===== src/rtl/pcr_pkg.sv =====
// shared constants and types for the second phy configuration register
package pcr_pkg;
  // ==========================================================
  // register map
  localparam logic [4:0] PCR_REG_ADDR = 5'h13;
  localparam int REG_W = 16;
  localparam int ADDR_LSB = 11;
  localparam int WIN_LSB = 9;
  localparam int WARN_LSB = 6;
  localparam int FAIL_LSB = 3;
  localparam int JUMBO_BIT = 2;
  localparam int DOZE_LSB = 0;
  localparam logic [2:0] ADDR_HIGH = 3'h1;
  localparam logic [1:0] WIN_RST = 2'h1;
  localparam logic [2:0] WARN_RST = 3'h1;
  localparam logic [2:0] FAIL_RST = 3'h0;
  localparam logic JUMBO_RST = 1'h1;
  localparam logic [1:0] DOZE_RST = 2'h1;
  // ==========================================================
  // management frame
  localparam logic [5:0] PRE_MIN = 6'h20;
  localparam logic [1:0] OP_RD = 2'h2;
  localparam logic [1:0] OP_WR = 2'h1;
  localparam logic [4:0] HDR_LAST = 5'hc;
  localparam logic [4:0] DATA_LAST = 5'hf;
  typedef enum logic [1:0] {SMI_PRE, SMI_HDR, SMI_TA, SMI_DATA} pcr_smi_e;
  // ==========================================================
  // noise ratio monitor
  localparam int SNR_W = 8;
  localparam int ACC_W = 16;
  localparam logic [8:0] WIN_BASE = 9'h20;
  localparam logic [3:0] WIN_SHIFT = 4'h5;
  // class a..g limits, a in the low byte; arbitrary plain levels
  localparam logic [55:0] SNR_LIMITS = 56'h70_60_50_40_30_20_10;
  // ==========================================================
  // doze request timing
  localparam real CLK_KHZ = 100000.0;
  localparam real DOZE_MS_0 = 0.4;
  localparam real DOZE_MS_1 = 1.0;
  localparam real DOZE_MS_2 = 4.0;
  localparam real DOZE_MS_3 = 16.0;
  localparam int DOZE_CYC_0 = int'($floor(DOZE_MS_0 * CLK_KHZ + 0.001));
  localparam int DOZE_CYC_1 = int'($floor(DOZE_MS_1 * CLK_KHZ + 0.001));
  localparam int DOZE_CYC_2 = int'($floor(DOZE_MS_2 * CLK_KHZ + 0.001));
  localparam int DOZE_CYC_3 = int'($floor(DOZE_MS_3 * CLK_KHZ + 0.001));
  localparam int TMR_W = 21;
  typedef enum logic {DOZE_IDLE, DOZE_WAIT} pcr_doze_e;
endpackage


===== src/rtl/pcr_reg_if.sv =====
// register access path between frame engine and register bank
`timescale 1ns/1ps
interface pcr_reg_if;
  import pcr_pkg::*;
  logic wr_stb;
  logic [REG_W-1:0] wdata;
  logic [REG_W-1:0] rdata;
  logic [4:0] station_address;
  modport engine (output wr_stb, output wdata, input rdata, input station_address);
  modport bank (input wr_stb, input wdata, output rdata, output station_address);
endinterface


===== src/rtl/pcr_smi_frame.sv =====
// serial management frame engine, mdc sampled on the system clock
`timescale 1ns/1ps
module pcr_smi_frame (
  input wire logic ref_clk,
  input wire logic sys_rst,
  input wire logic mdc,
  input wire logic mdio_in,
  output logic mdio_out,
  output logic mdio_oe,
  pcr_reg_if.engine ri
);
  import pcr_pkg::*;

  typedef struct packed {
    logic [2:0] mdc_s;
    logic [2:0] mdio_s;
    logic mdc_q;
    logic mdio_q;
    pcr_smi_e st;
    logic [5:0] pre_cnt;
    logic [4:0] bit_cnt;
    logic [12:0] hdr;
    logic rd;
    logic mine;
    logic [REG_W-1:0] sh;
    logic oe;
    logic dout;
    logic wr_stb;
  } pcr_smi_s;

  pcr_smi_s r;
  pcr_smi_s next_r;
  logic rise;
  logic bit_in;
  logic [12:0] nh;

  // ==========================================================
  // frame sequencing
  always_comb begin
    next_r = r;
    next_r.wr_stb = 1'b0;
    next_r.mdc_s = {r.mdc_s[1:0], mdc};
    next_r.mdio_s = {r.mdio_s[1:0], mdio_in};
    // only the second and third stages are looked at
    if (r.mdc_s[1] == r.mdc_s[2]) begin
      next_r.mdc_q = r.mdc_s[2];
    end
    if (r.mdio_s[1] == r.mdio_s[2]) begin
      next_r.mdio_q = r.mdio_s[2];
    end
    rise = (r.mdc_s[1] == r.mdc_s[2]) && r.mdc_s[2] && !r.mdc_q;
    bit_in = next_r.mdio_q;
    nh = {r.hdr[11:0], bit_in};
    if (rise) begin
      unique case (r.st)
        SMI_PRE: begin
          if (bit_in) begin
            if (r.pre_cnt != PRE_MIN) begin
              next_r.pre_cnt = r.pre_cnt + 6'h1;
            end
          end else if (r.pre_cnt == PRE_MIN) begin
            next_r.st = SMI_HDR;
            next_r.bit_cnt = 5'h0;
          end else begin
            next_r.pre_cnt = 6'h0;
          end
        end
        SMI_HDR: begin
          next_r.hdr = nh;
          next_r.bit_cnt = r.bit_cnt + 5'h1;
          if (r.bit_cnt == HDR_LAST) begin
            next_r.pre_cnt = 6'h0;
            next_r.bit_cnt = 5'h0;
            next_r.rd = nh[11:10] == OP_RD;
            next_r.mine = nh[9:5] == ri.station_address && nh[4:0] == PCR_REG_ADDR;
            next_r.sh = ri.rdata;
            if (nh[12] && (nh[11:10] == OP_RD || nh[11:10] == OP_WR)) begin
              next_r.st = SMI_TA;
            end else begin
              next_r.st = SMI_PRE;
            end
          end
        end
        SMI_TA: begin
          next_r.bit_cnt = r.bit_cnt + 5'h1;
          if (r.bit_cnt == 5'h0) begin
            next_r.oe = r.rd && r.mine;
            next_r.dout = 1'b0;
          end else begin
            next_r.st = SMI_DATA;
            next_r.bit_cnt = 5'h0;
            if (r.rd) begin
              next_r.dout = r.sh[REG_W-1];
              next_r.sh = {r.sh[REG_W-2:0], 1'b0};
            end
          end
        end
        SMI_DATA: begin
          next_r.bit_cnt = r.bit_cnt + 5'h1;
          if (r.rd) begin
            next_r.dout = r.sh[REG_W-1];
            next_r.sh = {r.sh[REG_W-2:0], 1'b0};
          end else begin
            next_r.sh = {r.sh[REG_W-2:0], bit_in};
          end
          if (r.bit_cnt == DATA_LAST) begin
            next_r.oe = 1'b0;
            next_r.dout = 1'b0;
            next_r.wr_stb = !r.rd && r.mine;
            next_r.st = SMI_PRE;
          end
        end
      endcase
    end
  end

  always_ff @(posedge ref_clk) begin
    if (sys_rst) begin
      r <= '0;
    end else begin
      r <= next_r;
    end
  end

  assign mdio_out = r.dout;
  assign mdio_oe = r.oe;
  assign ri.wr_stb = r.wr_stb;
  assign ri.wdata = r.sh;
endmodule // pcr_smi_frame


===== src/rtl/pcr_config_two.sv =====
// second phy configuration register with the logic it steers
//
// Notes on behaviour
// - The five-bit station address reads at bits 15:11 and serves frame matching.
// - Field 10:9 picks an averaging window of 32, 64, 128 or 256 symbols and resets to 01.
// - Field 8:6 picks the warning class, 000 turns warning off, and it resets to 001.
// - Field 5:3 picks the fail class, 000 turns the fail check off and is the reset value.
// - Bit 2 set allows packets up to 16 kB and is the reset value, cleared limits them to 4 kB.
// - Field 1:0 sets the doze request time-out of 0.4, 1, 4 or 16 ms and resets to 01.
// - A sticky warning flag is set when the averaged ratio is below the warning level while link is good.
// - When the doze request timer expires the block leaves doze request and sets a sticky abort flag.
`timescale 1ns/1ps
module pcr_config_two #(
  parameter int DOZE_CYC_00 = pcr_pkg::DOZE_CYC_0,
  parameter int DOZE_CYC_01 = pcr_pkg::DOZE_CYC_1,
  parameter int DOZE_CYC_10 = pcr_pkg::DOZE_CYC_2,
  parameter int DOZE_CYC_11 = pcr_pkg::DOZE_CYC_3
) (
  input wire logic ref_clk,
  input wire logic sys_rst,
  input wire logic mdc,
  input wire logic mdio_in,
  output logic mdio_out,
  output logic mdio_oe,
  input wire logic [1:0] strap_addr,
  input wire logic [pcr_pkg::SNR_W-1:0] snr_sample,
  input wire logic snr_valid,
  input wire logic link_good,
  input wire logic warn_clear,
  input wire logic doze_enter,
  input wire logic doze_leave,
  input wire logic abort_clear,
  output logic [4:0] station_address,
  output logic [1:0] noise_ratio_window,
  output logic [2:0] warn_threshold_select,
  output logic [2:0] fail_threshold_select,
  output logic jumbo_enable,
  output logic [1:0] doze_request_timeout,
  output logic [pcr_pkg::SNR_W-1:0] snr_average,
  output logic snr_fail,
  output logic quality_warning_flag,
  output logic doze_active,
  output logic sleep_abort_flag
);
  import pcr_pkg::*;

  // ==========================================================
  // elaboration checks
  if (DOZE_CYC_00 < 1 || DOZE_CYC_00 >= (1 << TMR_W)) begin : g_chk0
    $error("doze count 00 out of range");
  end
  if (DOZE_CYC_01 < 1 || DOZE_CYC_01 >= (1 << TMR_W)) begin : g_chk1
    $error("doze count 01 out of range");
  end
  if (DOZE_CYC_10 < 1 || DOZE_CYC_10 >= (1 << TMR_W)) begin : g_chk2
    $error("doze count 10 out of range");
  end
  if (DOZE_CYC_11 < 1 || DOZE_CYC_11 >= (1 << TMR_W)) begin : g_chk3
    $error("doze count 11 out of range");
  end

  typedef struct packed {
    logic [5:0] strap_s;
    logic strap_taken;
    logic [1:0] strap_fill;
    logic [1:0] strap_lo;
    logic [1:0] win;
    logic [2:0] warn;
    logic [2:0] fail;
    logic jumbo;
    logic [1:0] doze_sel;
    logic [ACC_W-1:0] acc;
    logic [8:0] cnt;
    logic [SNR_W-1:0] avg;
    logic avg_ok;
    logic warn_flag;
    logic fail_lvl;
    pcr_doze_e doze;
    logic [TMR_W-1:0] tmr;
    logic abort_flag;
  } pcr_cfg_s;

  pcr_cfg_s r;
  pcr_cfg_s next_r;
  pcr_reg_if ri ();
  logic [ACC_W-1:0] sum;
  logic warn_set;
  logic expire;

  // ==========================================================
  // helpers
  function automatic logic [SNR_W-1:0] snr_limit(input logic [2:0] code);
    snr_limit = '0;
    if (code != 3'h0) begin
      snr_limit = SNR_LIMITS[{code - 3'h1, 3'h0} +: SNR_W];
    end
  endfunction

  function automatic logic [8:0] win_len(input logic [1:0] code);
    win_len = WIN_BASE << code;
  endfunction

  function automatic logic [SNR_W-1:0] avg_of(input logic [ACC_W-1:0] s, input logic [1:0] code);
    logic [ACC_W-1:0] q;
    q = s >> (WIN_SHIFT + {2'h0, code});
    avg_of = q[SNR_W-1:0];
  endfunction

  function automatic logic [TMR_W-1:0] doze_limit(input logic [1:0] code);
    unique case (code)
      2'h0: doze_limit = TMR_W'(DOZE_CYC_00 - 1);
      2'h1: doze_limit = TMR_W'(DOZE_CYC_01 - 1);
      2'h2: doze_limit = TMR_W'(DOZE_CYC_10 - 1);
      2'h3: doze_limit = TMR_W'(DOZE_CYC_11 - 1);
    endcase
  endfunction

  // ==========================================================
  // frame engine
  pcr_smi_frame u_smi (
    .ref_clk(ref_clk),
    .sys_rst(sys_rst),
    .mdc(mdc),
    .mdio_in(mdio_in),
    .mdio_out(mdio_out),
    .mdio_oe(mdio_oe),
    .ri(ri.engine)
  );

  assign ri.rdata = {station_address, r.win, r.warn, r.fail, r.jumbo, r.doze_sel};
  assign ri.station_address = station_address;

  // ==========================================================
  // register and monitor state
  always_comb begin
    next_r = r;
    warn_set = 1'b0;
    expire = 1'b0;
    next_r.strap_s = {r.strap_s[3:0], strap_addr};
    if (r.strap_fill != 2'h3) begin
      next_r.strap_fill = r.strap_fill + 2'h1;
    end
    // reset zeros must leave all three stages before the catch
    if (!r.strap_taken && r.strap_fill == 2'h3 && r.strap_s[3:2] == r.strap_s[5:4]) begin
      next_r.strap_taken = 1'b1;
      next_r.strap_lo = r.strap_s[5:4];
    end
    sum = r.acc + {{(ACC_W - SNR_W){1'b0}}, snr_sample};
    if (snr_valid) begin
      if (r.cnt == win_len(r.win) - 9'h1) begin
        next_r.avg = avg_of(sum, r.win);
        next_r.avg_ok = 1'b1;
        next_r.acc = '0;
        next_r.cnt = 9'h0;
      end else begin
        next_r.acc = sum;
        next_r.cnt = r.cnt + 9'h1;
      end
    end
    if (ri.wr_stb) begin
      next_r.win = ri.wdata[WIN_LSB +: 2];
      next_r.warn = ri.wdata[WARN_LSB +: 3];
      next_r.fail = ri.wdata[FAIL_LSB +: 3];
      next_r.jumbo = ri.wdata[JUMBO_BIT];
      next_r.doze_sel = ri.wdata[DOZE_LSB +: 2];
      // a new window restarts the running sum
      next_r.acc = '0;
      next_r.cnt = 9'h0;
    end
    warn_set = r.avg_ok && link_good && r.warn != 3'h0 && r.avg < snr_limit(r.warn);
    next_r.fail_lvl = r.avg_ok && r.fail != 3'h0 && r.avg < snr_limit(r.fail);
    unique case (r.doze)
      DOZE_IDLE: begin
        if (doze_enter) begin
          next_r.doze = DOZE_WAIT;
          next_r.tmr = doze_limit(r.doze_sel);
        end
      end
      DOZE_WAIT: begin
        if (doze_leave) begin
          next_r.doze = DOZE_IDLE;
        end else if (r.tmr == '0) begin
          next_r.doze = DOZE_IDLE;
          expire = 1'b1;
        end else begin
          next_r.tmr = r.tmr - TMR_W'(1);
        end
      end
    endcase
    // sticky warning, set beats clear; entering doze clears it
    next_r.warn_flag = (r.warn_flag && !warn_clear && !doze_enter) || warn_set;
    next_r.abort_flag = (r.abort_flag && !abort_clear) || expire;
  end

  always_ff @(posedge ref_clk) begin
    if (sys_rst) begin
      r <= '0;
      r.win <= WIN_RST;
      r.warn <= WARN_RST;
      r.fail <= FAIL_RST;
      r.jumbo <= JUMBO_RST;
      r.doze_sel <= DOZE_RST;
    end else begin
      r <= next_r;
    end
  end

  // ==========================================================
  // outputs
  // fixed high bits
  assign station_address = {ADDR_HIGH, r.strap_lo};
  assign noise_ratio_window = r.win;
  assign warn_threshold_select = r.warn;
  assign fail_threshold_select = r.fail;
  // 1 = 16 kB, 0 = 4 kB
  assign jumbo_enable = r.jumbo;
  assign doze_request_timeout = r.doze_sel;
  assign snr_average = r.avg;
  assign snr_fail = r.fail_lvl;
  assign quality_warning_flag = r.warn_flag;
  assign doze_active = r.doze == DOZE_WAIT;
  assign sleep_abort_flag = r.abort_flag;
endmodule // pcr_config_two


===== config.mk =====
export PLATFORM = sky130hd
export DESIGN_NAME = pcr_config_two
export DESIGN_NICKNAME = d
export VERILOG_FILES = /design/src/rtl/pcr_pkg.sv /design/src/rtl/pcr_reg_if.sv /design/src/rtl/pcr_smi_frame.sv /design/src/rtl/pcr_config_two.sv
export SDC_FILE = /design/constraint.sdc
export NUM_CORES = 1
export LEC_CHECK = 0
export BUFFER_PORTS_ARGS = -buffer_cell sky130_fd_sc_hd__buf_2
export CORE_UTILIZATION = 45
export CTS_BUF_LIST = sky130_fd_sc_hd__clkbuf_4
export DETAILED_ROUTE_END_ITERATION = 10
export PLACE_DENSITY = 0.76
export REMOVE_ABC_BUFFERS = 1
export SETUP_SLACK_MARGIN = 0.02
export SLEW_MARGIN = 20
export SYNTH_ARGS = -nofsm -noshare
export SYNTH_HDL_FRONTEND = slang
export SYNTH_SLANG_ARGS = --single-unit
export TNS_END_PERCENT = 10

===== constraint.sdc =====
create_clock -name ref_clk -period 2.25 [get_ports ref_clk]
set_input_delay 0.45 -clock ref_clk [delete_from_list [all_inputs] [get_ports ref_clk]]
set_output_delay 0.45 -clock ref_clk [all_outputs]
set_load 0.005 [all_outputs]

# Word level (Yosys, flattened, before mapping)
# Cells that the tools add are included.
[totals] register_bits=135 latchBits=0 ram_bits=0 romBits=0 in_bits=20 output_inout_bits=30 elab_cells=169 memories=0
[op_classes] add_sub_neg=10 multipliers=0 n_div=0 n_lt_le_gt_ge=2 n_eq_ne=32 n_shift=4 mux=39 n_bitwise=4 reduce_logical=46
[ops] cell="variable part select 56 x 7 -> 8 bit (first input constant)" count=2
[ops] cell="one-hot mux 21 bit (4 select lines)" count=1
[ops] cell="2-to-1 mux 16 bit" count=3
[ops] cell="one-hot mux 16 bit (3 select lines)" count=1
[ops] cell="one-hot mux 22 bit (2 select lines)" count=1
[ops] cell="2-to-1 mux 21 bit" count=2
[ops] cell="2-to-1 mux 25 bit" count=1
[ops] cell="2-to-1 mux 22 bit" count=1
[ops] cell="zero test 21 bit" count=1
[ops] cell="subtractor 21 x 1 -> 21 bit (second input constant)" count=1
[ops] cell="one-hot mux 5 bit (4 select lines)" count=1
[ops] cell="2-to-1 mux 6 bit" count=3
[ops] cell="adder 16 x 8 -> 16 bit" count=1
[ops] cell="logical AND 1 bit" count=16
[ops] cell="< comparator 8 bit" count=2
[ops] cell="2-to-1 mux 8 bit" count=2
[ops] cell="right shift 16 x 4 -> 8 bit" count=1
[ops] cell="2-to-1 mux 5 bit" count=3
[ops] cell="2-to-1 mux 13 bit" count=1
[ops] cell="equality test 2 bit (second input constant)" count=6
[ops] cell="inequality test 2 bit (second input constant)" count=6
[ops] cell="one-hot mux 6 bit (2 select lines)" count=1
[ops] cell="equality test 5 x 4 -> 1 bit (second input constant)" count=2
[ops] cell="2-to-1 mux 1 bit" count=10
[ops] cell="other kinds (37)" count=68

# Logic depth before layout (Yosys ltp)
[depth] depth_word=6 depth_mapped=9 mapped_depth_nobuf=9

# Hierarchy
# A second synthesis with hierarchy kept.
[hier_totals] hier_cells=931 hier_area_um2=7896.3
[by_module_without_submodules] module="pcr_config_two" instances=1 cells_each=604 area_each_um2=5034.8 seq_area_each_um2=1621.6
[by_module_without_submodules] module="pcr_smi_frame" instances=1 cells_each=327 area_each_um2=2861.5 seq_area_each_um2=1081.0

# Least setup slack after synthesis
# No wires, ideal clock.
[synth_timing] path_kind="in2reg" startpoint="in snr_sample[0] (netlist bit)" endpoint="reg r (netlist bit snr_average[0])" setup_time_ns=0.074 arrival_ns=2.319 required_time_ns=2.176 path_slack_ns=-0.143 path_stages=8 n_path_buf=0 cell_sequence="ha_1 fa_1 a211oi_1 o211ai_1 nand2_1 xnor2_1 mux4_2 o21ai_0"
[synth_via] elab_chain_cells=2
[synth_lines] item="start: declaration" line_no="pcr_config_two.sv:26" source="input wire logic [pcr_pkg::SNR_W-1:0] snr_sample,"
[synth_lines] item="adder 16 x 8 -> 16 bit" line_no="pcr_config_two.sv:148" source="sum = r.acc + {{(ACC_W - SNR_W){1'b0}}, snr_sample};"
[synth_lines] item="right shift 16 x 4 -> 8 bit" line_no="pcr_config_two.sv:105" source="q = s >> (WIN_SHIFT + {2'h0, code});"
[synth_lines] item="end signal: assignment" line_no="pcr_config_two.sv:204" source="r <= next_r;"
[synth_lines] item="end: declaration" line_no="pcr_config_two.sv:83" source="pcr_cfg_s r;"
# Every way passes these cells.
# A chain may end at the register's enable or synchronous reset.

# Final worst setup path
[layout_timing] startpoint="reg r[43] (netlist bit)" endpoint="reg r (netlist bit snr_average[1])"
[layout_via] elab_chain_cells=2
[layout_lines] item="adder 16 x 8 -> 16 bit" line_no="pcr_config_two.sv:148"
[layout_lines] item="right shift 16 x 4 -> 8 bit" line_no="pcr_config_two.sv:105"
# Every way passes these cells.

==> impl_metrics.toml <==
[logic_synthesis]
synth_xor_area_share_pct = 3.391
ys_seq_area_share_pct = 37.37
synth_area_leaders = "dfxtp_1, ha_1, a21oi_1"
synth_cell_types = 76
syn_area_per_cell_sq_um = 8.419
synth_top_area_share_pct = 37.37
synth_top_family_by_area = "simple AND/OR/NAND/NOR gates"
ys.flop_type = "dfxtp_1"
synth_cells = 859
yosysWarnings = 0
syn_area_sq_um = 7232
synth_seq_cells = 135
synth_compound_area_share_pct = 19.64
synth_edf_count = 0
postSynth.asyncResetShare_pct = 0
post-synth-top-area-cell = "dfxtp_1"
synthSimpleGateAreaFrac_pct = 22.44
synth-adder-area-share_pct = 6.298
synth.area.mux_share_pct = 4.619

[final_layout]
stdcell_count = 1165
finalNetCount = 995
multi_input_area_sq_um = 4222
area_delta_synth_final_pct = 16.85
regArea_sq_um = 2705
fin_area_sq_um = 8451
fillers = 1419
layout-drive-gt1-share_pct = 20.88

[outcome]
violations = "negative setup slack"
status = "finished, violations left"

[place]
dpl.hpwl_microns = 12030
placed_area_sq_um = 7959
gp_congestion = 0.9298
numPlacedInstances = 1127
io_buffers = 46

[worst_hold_path]
hold_class = "in -> reg"
min-delay-start = "strap_addr[0]"

[timing]
rsz0062_at_grt = "true"
whs_ns = 0.1118
layout_setup_ws_ns = -0.01819
relSlewSlack_pct = 52.51
final.setup.tns_ns = -0.01819
drv_slew = 0
tightest_slew_ns = 0.7025
finalCritPeriodShare_pct = 100.8
finalHoldViolCount = 0
fmax_ghz = 0.4409
skew_ns = 0.02173
period_needed_ns = 2.268
setup_viol = 1

[route]
first_iter_violations = 455
wl_per_cell_microns = 14.85
drcViolationCount = 0
antenna_left = 0
vias_per_cell = 5.576
finalWirelength_microns = 17300
num_vias = 6496
dr.pass1.iters = 6

[grt]
grt_max_degree = 45
grt_pass1_wl_microns = 28250
antenna_found_initial = 1
grtUsageTotal_pct = 21.33
grt_pass1_vias = 6014
grt.overflow.total = 0

[pwr]
p_leak_nw = 3.248
totalPowerFinal_mw = 5.135
ir_worst_vdd_uv = 297.9
powerDensity_nw_per_um2 = 607.6

[run]
cap_violations = 0

[clock_network]
cts_made_buffers = 17
clock_path_buffers = 2
cts_root_buf = "clkbuf_4"
tritoncts = "done"
clock_latency_ns = 0.55
cts.sinks = 135
path_clk_slew_ns = 0.12
cts_htree_levels = 4

[floorplan]
die_area_sq_um = 16580
die_w_microns = 128.8
start_util_pct = 46.88
core_area_sq_um = 15430
ios = 50
rows = 45
chipHeight_microns = 128.8

[worst_setup_path]
path_max_fanout = 3
r2r-start = "r[43]"
start_kind = "register"
worstSetupStartpoint = "r[43]"
path_class = "reg -> reg"
worstPathArrival_ns = 2.70
cp-end-kind = "register"
cp_data_required_time_ns = 2.68
-- placed cells by master, fill, tap and decap left out, types with 26 or more instances in the layout --
cell type	n
a21oi_1	71
buf_2	45
buf_4	77
dfxtp_1	133
ha_1	30
inv_1	26
mux2i_1	30
nand2_1	85
nand3_1	29
nor2_1	70
o21ai_0	31
-- cell type report --
type,instances,share of cell area [%]
Antenna cell,1,0.02961
Clock buffer,18,1.599
Clock inverter,14,2.162
Inverter,28,1.244
Multi-Input combinational cell,634,49.96
Sequential cell,135,32.01
Tap cell,211,3.124
Timing Repair Buffer,124,9.876
-- report_power, final --
group	total (mW)	switching, mW	internal (mW)	leakage (nW)
sequential	2.50	0.0479	2.45	1.10
clock	1.80	0.917	0.882	0.163
combinational	0.836	0.437	0.399	1.99
-- metrics by stage --
stage | util, % | setup WS [ns]
5_1_grt | 54.78 | -0.1561
3_5_place_dp | 51.59 | -0.3529
4_1_cts | 53.76 | -0.02452
6_report | 54.78 | -0.01819
3_3_place_gp | 51.59 | -0.3329
2_1_floorplan | - | -1.156
-- synth_stat cells, types with 3 or more instances --
cell	count
a32oi_1	3
and2_1	3
clkbuf_1	37
o21a_1	7
xnor2_1	8
nor4_1	7
nor3_1	23
a21oi_1	72
nand2_1	87
a211o_1	4
a31oi_1	11
nand2b_1	13
o21ai_0	39
nand3b_1	5
or4_1	4
nor2_1	70
inv_1	26
and3_1	8
nand4_1	9
nor3b_1	3
a22oi_1	3
o31ai_1	3
mux2i_1	30
o211ai_1	12
nand4b_1	4
dfxtp_1	135
xor2_1	20
nor2b_1	22
a21o_1	6
ha_1	34
nand3_1	33
nor4b_1	4
a211oi_1	24
o211a_1	4
or3_1	12
buf_4	23
-- worst max-delay path: stages (launching register included) --
cell and delay, ns:
dfxtp_2 0.35, ha_4 0.16, fa_2 0.41, a211oi_2 0.24, buf_4 0.15, o211ai_1 0.09, buf_4 0.16, buf_4 0.13
nand3_2 0.08, a32oi_2 0.13, a21oi_1 0.16, o21ai_1 0.09
-- per-layer routing --
metal,vias up,global-route usage [%],share of wire (%)
met5,-,0,0
li1,3223,-,-
met3,31,5.239,5.3
met4,0,7.820,2.0
met2,175,35.58,47
met1,3067,26.68,45
-- cell families after synthesis --
| family | count (synthesis) |
|---|---|
| compound gates | 216 |
| mux | 32 |
| fa+ha+maj | 36 |
| other cells | 2 |
| xor+xnor | 28 |
| flops | 135 |
| simple gates | 319 |
| buf+inv | 91 |
-- state kept, by name (all words and copies together) (netlist names), named ones only --
signal / count
u_smi.mdio_oe: 1
u_smi.mdio_out: 1
r: 52
quality_warning_flag: 1
jumbo_enable: 1
doze_request_timeout: 2
snr_average: 8
snr_fail: 1
fail_threshold_select: 3
u_smi.ri.wr_stb: 1
next_r: 4
station_address: 2
sleep_abort_flag: 1
warn_threshold_select: 3
doze_active: 1
u_smi.r: 18
u_smi.ri.wdata: 16
u_smi.next_r: 4
u_smi.nh: 12
noise_ratio_window: 2
-- worst paths after layout --
check | to | slack (ns) | cells past startpoint
worst max-delay path | snr_average[1] | -0.02 | 11
worst min-delay path | next_r[77] | 0.11 | 2
worst max register to register | snr_average[1] | -0.02 | 11
worst min register to register | next_r[79] | 0.45 | 1
-- what timing repair did --
item | 4_1_cts | 5_1_grt
pin swaps | 2 | 15
resized for setup | 5 | 32
hold buffers | 0 | 0
setup buffers | 1 | 4
endpoints found under the setup margin | 8 | 40
(Power assumes the default switching activity.)
